**src/pma_pkg.sv**
```systemverilog
// Package for the motion alarm interface: config layout, modes, timing.
// Assumes a single 250 MHz clock domain.
package pma_pkg;

  // ---------------------------------------------------------------
  // Clock and timing
  // ---------------------------------------------------------------
  localparam int unsigned CLK_MHZ          = 250;
  localparam int unsigned CLEAR_MIN_US     = 160;
  localparam int unsigned CLEAR_MIN_CYC    = CLEAR_MIN_US * CLK_MHZ;
  localparam int unsigned BLIND_STEP_MS    = 500;
  localparam int unsigned WINDOW_STEP_MS   = 2000;
  localparam int unsigned SAMPLE_MIN_US    = 2000;
  localparam int unsigned SAMPLE_MAX_US    = 12500;
  localparam int unsigned OSC_NOM_KHZ      = 32;
  // Oscillator tick divider at the nominal rate
  localparam int unsigned OSC_DIV          = (CLK_MHZ * 1000) / OSC_NOM_KHZ;
  // Ticks of the internal oscillator per interval step
  localparam int unsigned BLIND_STEP_TICKS = BLIND_STEP_MS * OSC_NOM_KHZ;
  localparam int unsigned WINDOW_STEP_TICKS = WINDOW_STEP_MS * OSC_NOM_KHZ;
  localparam int unsigned SAMPLE_MIN_TICKS = (SAMPLE_MIN_US * OSC_NOM_KHZ + 999) / 1000;
  localparam int unsigned SAMPLE_MAX_TICKS = (SAMPLE_MAX_US * OSC_NOM_KHZ) / 1000;

  // ---------------------------------------------------------------
  // Converter data
  // ---------------------------------------------------------------
  localparam int unsigned ADC_W      = 14;
  localparam logic [13:0] ADC_LO     = 14'h01ff;
  localparam logic [13:0] ADC_HI     = 14'h3e01;

  // ---------------------------------------------------------------
  // Configuration word fields
  // ---------------------------------------------------------------
  localparam int unsigned CFG_W       = 25;
  localparam int unsigned THR_LSB     = 17;
  localparam int unsigned BLIND_LSB   = 13;
  localparam int unsigned PCNT_LSB    = 11;
  localparam int unsigned WIN_LSB     = 9;
  localparam int unsigned MODE_LSB    = 7;
  localparam int unsigned SRC_LSB     = 5;
  localparam int unsigned CMODE_BIT   = 0;

  typedef enum logic [1:0] {
    PMA_MODE_FORCED = 2'h0,
    PMA_MODE_IRQ    = 2'h1,
    PMA_MODE_ALARM  = 2'h2,
    PMA_MODE_RSVD   = 2'h3
  } pma_mode_t;

  typedef enum logic [1:0] {
    PMA_SRC_BPF  = 2'h0,
    PMA_SRC_LPF  = 2'h1,
    PMA_SRC_RSVD = 2'h2,
    PMA_SRC_TEMP = 2'h3
  } pma_src_t;

  typedef struct packed {
    logic [7:0] threshold;
    logic [3:0] blind;
    logic [1:0] pulses;
    logic [1:0] window;
    pma_mode_t  mode;
    pma_src_t   source;
    logic       no_sign_change;
  } pma_cfg_t;

  typedef struct packed {
    logic              valid;
    logic [ADC_W-1:0]  band_pass_path;
    logic [ADC_W-1:0]  low_pass_path;
    logic [ADC_W-1:0]  temp;
  } pma_samp_t;

endpackage : pma_pkg

```
**src/pma_motion_alarm.sv**
```systemverilog
// Motion alarm interface: converter source select, motion detection on the
// band-pass path, alarm line driver with host clear and blind interval.
// Assumes config arrives already deserialised from the serial input, and
// the alarm line inputs are synchronous to clock.
//
// Behaviour
// Motion is judged only from the band-pass path.
// Detection runs only while the mode field selects motion alarm.
// A met motion criterion drives the alarm line high.
// The alarm stays high until the host clears it; the code also drops it whenever the mode leaves motion alarm.
// The host clears by holding the line low for at least 160 us.
// After a clear, detection is suppressed for the blind interval.
// Config is unknown until the host writes a full word.
// Config is written only through the serial configuration input.
// The line serves as motion interrupt or as data readout by mode; the code drives it from alarm only and just flags readout modes on stream_mode.
// The converter source is chosen among the elements and temperature.
// Samples are 14 bit, valid between 511 and full scale minus 511.
// Sample period is at least 2.0 ms, at most 12.5 ms in interrupt readout.
// All sequencing runs from the internal oscillator time base; the clear counter low_q counts clock cycles instead.
// Mode encodes forced 0, interrupt 1, alarm 2, 3 reserved.
// Blind time is 0.5 s to 8 s in 0.5 s steps, starting at the clear.
// Motion is met when pulses over threshold in the window reach the count.
// The line input is measured low by a counter before a clear is taken.
`timescale 1ns/10ps
`default_nettype none
module pma_motion_alarm
  import pma_pkg::*;
#(
  parameter int unsigned CLEAR_CYC     = CLEAR_MIN_CYC,
  parameter int unsigned OSC_DIVIDE    = OSC_DIV,
  parameter int unsigned BLIND_TICKS   = BLIND_STEP_TICKS,
  parameter int unsigned WINDOW_TICKS  = WINDOW_STEP_TICKS,
  parameter int unsigned SMPL_TICKS    = SAMPLE_MIN_TICKS
) (
  input  wire logic                 clock,
  input  wire logic                 rstn,
  input  wire logic                 clk_en,
  input  wire logic                 cfg_load,
  input  wire logic [CFG_W-1:0]     cfg_word,
  input  wire pma_pkg::pma_samp_t   samp,
  input  wire logic                 link_in,
  output logic                      link_out,
  output logic                      link_oe,
  output logic                      sample_strobe,
  output logic [ADC_W-1:0]          sel_data,
  output logic                      out_of_range,
  output logic                      cfg_valid,
  output logic                      alarm,
  output logic                      blind_active,
  output logic                      stream_mode
);

  // ---------------------------------------------------------------
  // Configuration capture
  // ---------------------------------------------------------------
  pma_cfg_t cfg_q;

  always_ff @(posedge clock or negedge rstn) begin
    if (!rstn) begin
      cfg_q     <= '0;
      cfg_valid <= 1'b0;
    end else if (clk_en && cfg_load) begin
      cfg_q.threshold      <= cfg_word[THR_LSB +: 8];
      cfg_q.blind          <= cfg_word[BLIND_LSB +: 4];
      cfg_q.pulses         <= cfg_word[PCNT_LSB +: 2];
      cfg_q.window         <= cfg_word[WIN_LSB +: 2];
      cfg_q.mode           <= pma_mode_t'(cfg_word[MODE_LSB +: 2]);
      cfg_q.source         <= pma_src_t'(cfg_word[SRC_LSB +: 2]);
      cfg_q.no_sign_change <= cfg_word[CMODE_BIT];
      cfg_valid            <= 1'b1;
    end
  end

  // No mode is active on an unwritten config; sample pacing and the source mux still run
  logic alarm_mode;
  assign alarm_mode  = cfg_valid && (cfg_q.mode == PMA_MODE_ALARM);
  assign stream_mode = cfg_valid && (cfg_q.mode == PMA_MODE_FORCED
                                  || cfg_q.mode == PMA_MODE_IRQ);

  // ---------------------------------------------------------------
  // Oscillator time base and sample pacing
  // ---------------------------------------------------------------
  logic osc_tick;

  pma_tick_div #(
    .DIV (OSC_DIVIDE)
  ) u_osc (
    .clock  (clock),
    .rstn   (rstn),
    .clk_en (clk_en),
    .tick   (osc_tick)
  );

  logic [7:0] smpl_q;
  logic       take;
  assign take = osc_tick && (smpl_q == 8'(SMPL_TICKS - 1)) && samp.valid;

  always_ff @(posedge clock or negedge rstn) begin
    if (!rstn) begin
      smpl_q        <= '0;
      sample_strobe <= 1'b0;
    end else if (clk_en) begin
      sample_strobe <= take;
      if (osc_tick) begin
        smpl_q <= (smpl_q == 8'(SMPL_TICKS - 1)) ? 8'h00 : smpl_q + 8'h01;
      end
    end
  end

  // ---------------------------------------------------------------
  // Source mux and range check
  // ---------------------------------------------------------------
  always_ff @(posedge clock or negedge rstn) begin
    if (!rstn) begin
      sel_data     <= '0;
      out_of_range <= 1'b0;
    end else if (clk_en && take) begin
      unique case (cfg_q.source)
        PMA_SRC_BPF:  sel_data <= samp.band_pass_path;
        PMA_SRC_LPF:  sel_data <= samp.low_pass_path;
        PMA_SRC_TEMP: sel_data <= samp.temp;
        default:      sel_data <= '0;
      endcase
      out_of_range <= (samp.low_pass_path < ADC_LO) || (samp.low_pass_path > ADC_HI);
    end
  end

  // ---------------------------------------------------------------
  // Pulse detection on band-pass data
  // ---------------------------------------------------------------
  logic signed [ADC_W-1:0] bpf_s;
  logic [ADC_W-1:0]        mag;
  logic                    over;
  logic                    last_sign_q;
  logic                    pulse;

  assign bpf_s = signed'(samp.band_pass_path);
  assign mag   = bpf_s[ADC_W-1] ? (~samp.band_pass_path + 14'h0001) : samp.band_pass_path;
  assign over  = mag > {6'h00, cfg_q.threshold};
  // Sign-change mode rejects repeated same-polarity lobes
  assign pulse = take && over && (cfg_q.no_sign_change || (bpf_s[ADC_W-1] != last_sign_q));

  always_ff @(posedge clock or negedge rstn) begin
    if (!rstn) begin
      last_sign_q <= 1'b0;
    end else if (clk_en && take && over) begin
      last_sign_q <= bpf_s[ADC_W-1];
    end
  end

  // ---------------------------------------------------------------
  // Host clear detection on the line
  // ---------------------------------------------------------------
  logic [$clog2(CLEAR_CYC+1)-1:0] low_q;
  logic                           clear_evt;

  // Only a held-low long enough counts; short glitches are ignored
  assign clear_evt = clk_en && alarm && !link_in
                  && (low_q == ($clog2(CLEAR_CYC+1))'(CLEAR_CYC - 1));

  always_ff @(posedge clock or negedge rstn) begin
    if (!rstn) begin
      low_q <= '0;
    end else if (clk_en) begin
      if (link_in || !alarm) begin
        low_q <= '0;
      end else if (low_q != ($clog2(CLEAR_CYC+1))'(CLEAR_CYC)) begin
        low_q <= low_q + 1'b1;
      end
    end
  end

  // ---------------------------------------------------------------
  // Blind interval
  // ---------------------------------------------------------------
  logic [4:0]  blind_steps_q;
  logic [19:0] blind_tk_q;

  always_ff @(posedge clock or negedge rstn) begin
    if (!rstn) begin
      blind_steps_q <= '0;
      blind_tk_q    <= '0;
    end else if (clk_en) begin
      if (clear_evt) begin
        blind_steps_q <= {1'b0, cfg_q.blind} + 5'h01;
        blind_tk_q    <= '0;
      end else if (blind_steps_q != 5'h00 && osc_tick) begin
        if (blind_tk_q == 20'(BLIND_TICKS - 1)) begin
          blind_tk_q    <= '0;
          blind_steps_q <= blind_steps_q - 5'h01;
        end else begin
          blind_tk_q <= blind_tk_q + 20'h0_0001;
        end
      end
    end
  end
  assign blind_active = (blind_steps_q != 5'h00);

  // ---------------------------------------------------------------
  // Moving window of pulse ages
  // ---------------------------------------------------------------
  localparam int unsigned SLOTS = 4;
  logic [21:0] age_q [SLOTS];
  logic [SLOTS-1:0] live_q;
  logic [21:0] win_len;
  logic [2:0]  live_cnt;
  logic        armed;
  logic        motion;

  assign win_len = 22'(({20'h0_0000, cfg_q.window} + 22'h00_0001) * WINDOW_TICKS);
  assign armed   = alarm_mode && !blind_active && !alarm;

  always_comb begin
    live_cnt = 3'h0;
    for (int i = 0; i < SLOTS; i++) begin
      live_cnt = live_cnt + {2'b00, live_q[i]};
    end
  end
  // Count reaches 1 + field with the newest pulse included
  assign motion = armed && pulse
               && ((live_cnt + 3'h1) >= ({1'b0, cfg_q.pulses} + 3'h1));

  always_ff @(posedge clock or negedge rstn) begin
    if (!rstn) begin
      live_q <= '0;
      for (int i = 0; i < SLOTS; i++) age_q[i] <= '0;
    end else if (clk_en) begin
      if (!armed) begin
        live_q <= '0;
      end else begin
        for (int i = 0; i < SLOTS; i++) begin
          if (live_q[i] && osc_tick) begin
            if (age_q[i] >= win_len - 22'h00_0001) live_q[i] <= 1'b0;
            else age_q[i] <= age_q[i] + 22'h00_0001;
          end
        end
        // Oldest slot is overwritten when all are full
        if (pulse) begin
          for (int i = SLOTS-1; i > 0; i--) begin
            age_q[i]  <= age_q[i-1];
            live_q[i] <= live_q[i-1];
          end
          age_q[0]  <= '0;
          live_q[0] <= 1'b1;
        end
      end
    end
  end

  // ---------------------------------------------------------------
  // Alarm latch and line drive
  // ---------------------------------------------------------------
  always_ff @(posedge clock or negedge rstn) begin
    if (!rstn) begin
      alarm <= 1'b0;
    end else if (clk_en) begin
      if (motion) begin
        alarm <= 1'b1;
      end else if (clear_evt || !alarm_mode) begin
        alarm <= 1'b0;
      end
    end
  end

  // Device drives high only; host owns the low level when clearing
  assign link_out = alarm;
  assign link_oe  = alarm && link_in;

endmodule : pma_motion_alarm
`default_nettype wire

```
**src/pma_tick_div.sv**
```systemverilog
// Free-running divider producing a one-cycle tick.
// Models the on-chip oscillator time base from the system clock.
`timescale 1ns/10ps
`default_nettype none
module pma_tick_div #(
  parameter int unsigned DIV = 7812
) (
  input  wire logic clock,
  input  wire logic rstn,
  input  wire logic clk_en,
  output logic      tick
);
  import pma_pkg::*;

  logic [$clog2(DIV)-1:0] cnt_q;

  always_ff @(posedge clock or negedge rstn) begin
    if (!rstn) begin
      cnt_q <= '0;
      tick  <= 1'b0;
    end else if (clk_en) begin
      tick <= (cnt_q == ($clog2(DIV))'(DIV - 1));
      if (cnt_q == ($clog2(DIV))'(DIV - 1)) begin
        cnt_q <= '0;
      end else begin
        cnt_q <= cnt_q + 1'b1;
      end
    end
  end

endmodule : pma_tick_div
`default_nettype wire

```
**config.mk**
```make
export PLATFORM = sky130hd
export DESIGN_NAME = pma_motion_alarm
export DESIGN_NICKNAME = d
export VERILOG_FILES = /design/src/pma_pkg.sv /design/src/pma_motion_alarm.sv /design/src/pma_tick_div.sv
export SDC_FILE = /design/constraint.sdc
export NUM_CORES = 1
export LEC_CHECK = 0
export BUFFER_PORTS_ARGS = -buffer_cell sky130_fd_sc_hd__buf_2
export CAP_MARGIN = 10
export CORE_UTILIZATION = 54
export DETAILED_ROUTE_END_ITERATION = 16
export PLACE_DENSITY = 0.73
export RECOVER_POWER = 100
export SKIP_LAST_GASP = 1
export SYNTH_ARGS = -nofsm -noshare
export SYNTH_HDL_FRONTEND = slang
export SYNTH_SLANG_ARGS = --single-unit
```
**constraint.sdc**
```tcl
create_clock -name clock -period 9.1 [get_ports clock]
set_input_delay 1.365 -clock clock [delete_from_list [all_inputs] [get_ports clock]]
set_output_delay 1.365 -clock clock [all_outputs]
set_load 0.05 [all_outputs]
```
==> flow_summary.toml <==
[clocking]
clockBufferDepth = 2
clock_sinks = 195
cts-root-buf = "clkbuf_16"
post-cts-setup-buffers = 0
clock_latency_ns = 0.45
cts_tree = "yes"
clk_pin_slew_ns = 0.08
hold_buffers = 0
htreeDepth = 4
cts_buffers = 17
cts_resized = 0

[worst_setup_path]
r2r_end = "age_q[22]"
startpoint_type = "flip-flop"
required_ns = 9.45
worstRegToRegCells = 17
cp_max_fo = 19
r2r-start = "cfg_q[5]"
critPathKind = "reg -> reg"
crit_arrival_ns = 7.85
critPathCaptureType = "flip-flop"
r2r_setup_slack_ns = 1.60

[timing]
report.final.slew_viol_count = 96
finalWorstSetupSlack_ns = 1.60
fin_worst_hold_slack_ns = 0.484
rsz0062_at_grt = "no"
tns_ns = 0
period_share_pct = 82.4
final_hold_viol_count = 0
finalSetupViolCount = 0
slew_headroom_pct = -171
max_freq_mhz = 133
min_period_ns = 7.50
fin_skew_ns = 0.0158
worstMarginPinSlew_ns = 4.06

[power_and_ir_drop]
switching_share_pct = 29.2
p_leak_nw = 5.97
p_clk_share_pct = 40.8
peakVddDrop_uv = 94.5
internal-power_mw = 1.44
power_density_nw_per_um2 = 149
pwr-share-seq_pct = 45.4
netSwitchingPower_mw = 0.595
pwr-share-comb_pct = 13.8

[routing]
num_vias = 10828
route.detailed.drc = 0
avgRoutedWirePerCell_um = 16.6
firstDrtPassIters = 6
initialDrtViolationCount = 882
routed_wl_mm = 29.6
routed_via_density = 6.06
final_antenna_net_count = 0

[die]
design.core.area_sq_um = 22600
die_area_sq_um = 23700
io_pins = 95
initial_core_util_pct = 55.2
die_x_um = 154
die_height_um = 154
num_rows = 55

[layout]
antenna_cells = 0
drive_gt1_share_pct = 9.12
layout.cells.non_filler = 1788
fin_util_pct = 60.3
fin_nets = 1655
area_growth_pct = 9.26
fillers = 1985

[grt]
grt_max_degree = 122
track_usage_pct = 25.4
antenna_found_initial = 0
grt_pass1_vias = 10002
grt_pass1_wl_mm = 49.1
grt-ovfl-total = 0

[logic_synthesis]
synth_top_area_cell = "dfrtp_1"
syn_avg_cell_area_sq_um = 8.71
yosysMostFrequentCell = "dfrtp_1"
syn_inst = 1433
yosysSeqAreaShare_pct = 39.1
synth_edf_count = 0
yosys-top-cells-area = "dfrtp_1, ha_1, a21oi_1"
ys_async_sr_fraction_pct = 100
synth.top_cells.by_count = "dfrtp_1, a21oi_1, o21ai_0, nor2_1, nand2_1"
synth_top_area_share_pct = 39.1
netlist_area_sq_um = 12500
yosysWarnings = 0
synthFlopType = "dfrtp_1"
synthDistinctLibCells = 74
ys_ff_latch = 195
synth_fp_nets = 1598

[placed_design]
dp_hpwl_mm = 20.7
portBuffers = 90
routabilityCongestion = 0.838
dp_cells = 1756
pre_cts_ws_ns = 2.14

[min_path]
holdPathStages = 2
hold_path.startpoint = "sel_data[11]"
min_to = "sel_data[11]"
hp-class = "reg -> reg"

[outcome]
violations = "capacitance limit, slew limit"
status = "finished, violations left"

[job]
max-cap-violations = 2
registers in the layout, indices dropped and copies added, names as in the netlist:
signal,count
age_q,88
cfg_q,21
blind_tk_q,20
low_q,16
sel_data,14
u_osc.cnt_q,13
smpl_q,8
blind_steps_q,5
live_q,4
alarm,1
cfg_valid,1
last_sign_q,1
out_of_range,1
sample_strobe,1
u_osc.tick,1
cell families (layout without fill, tap and decap cells):
kind of cell               Yosys count  after routing  share of synthesized area (%)
AOI/OAI and AO/OA                  384            384                           17.5
muxes                               39             39                           3.36
adders and majority gates           92             92                           9.40
buffers and inverters              107            177                           3.50
xor gates and xnor gates            72             72                           5.05
DFF                                195            195                           39.1
and+or+nand+nor                    544            544                           22.2
routing by layer:
layer / vias up / share of wire, % / wire length, um / track usage, %
li1: 5309 / - / - / -
met1: 5241 / 46 / 13600 / 34.4
met2: 222 / 48 / 14200 / 41.6
met3: 56 / 3.9 / 1140 / 4.03
met4: 0 / 2.2 / 660 / 8.38
met5: - / 0 / 0 / 0
final cells by class:
type | instances | area [sq um] | area share [%]
tap | 285 | 357 | 2.61
sequential | 195 | 4880 | 35.8
clock buffer | 18 | 439 | 3.22
inverter | 48 | 180 | 1.32
multi-input combinational | 1131 | 7110 | 52.1
clock inverter | 14 | 208 | 1.52
timing repair buffer | 97 | 472 | 3.46
worst max-delay path, stage by stage, from the launching register on:
cell and delay [ns]:
dfrtp_1 0.69, inv_1 0.44, ha_1 0.45, xnor2_1 0.71, ha_1 0.31, inv_1 0.10, fa_1 0.54, nand3_1 0.13
nor3_1 0.30, nand3b_1 0.48, ha_1 0.53, nand4_1 0.11, a21oi_1 0.07, o311a_1 0.12, a211o_1 0.36, o21ai_0 1.60
a221oi_1 0.23, a21oi_1 0.22
metrics by stage:
stage	power [mW]	cell area (sq um)
6_report	2.03	13600
5_1_grt	2.12	13600
4_1_cts	2.05	13800
3_5_place_dp	1.22	13100
3_3_place_gp	1.21	13100
2_1_floorplan	1.12	12500
how the worst max path moves through the flow:
stage,startpoint,cells after the start,slack (ns),to
finish,cfg_q[5],17,1.60,age_q[22]
floorplan,cfg_q[5],18,3.97,age_q[61]
detailed placement,cfg_q[5],17,2.14,age_q[44]
global placement,cfg_q[5],17,2.33,age_q[44]
global route,cfg_q[5],17,0.92,age_q[42]
CTS,cfg_q[5],17,2.10,age_q[44]
cells in the final DEF (no fill, tap or decap), types with 16 or more instances in the layout:
cell type and instances:
or3_1 16, clkbuf_1 26, nand3_1 88, and3_1 21, nor4_1 22, a21oi_1 150
xor2_1 32, nor2_1 123, dfrtp_1 195, ha_1 89, inv_1 47, buf_2 66
o21ai_0 142, nor3_1 56, mux2i_1 16, clkbuf_16 17, xnor2_1 40, nand2_1 120
nand4_1 33, mux2_2 23
power by group through the flow:
stage	Combinational [mW]	Clock (mW)	Sequential, mW
6_report	0.280	0.830	0.924
5_1_grt	0.316	0.875	0.930
4_1_cts	0.283	0.843	0.924
2_1_floorplan	0.193	0	0.927
3_3_place_gp	0.271	0	0.940
3_5_place_dp	0.280	0	0.942
Power figures use the tool's default switching activity.
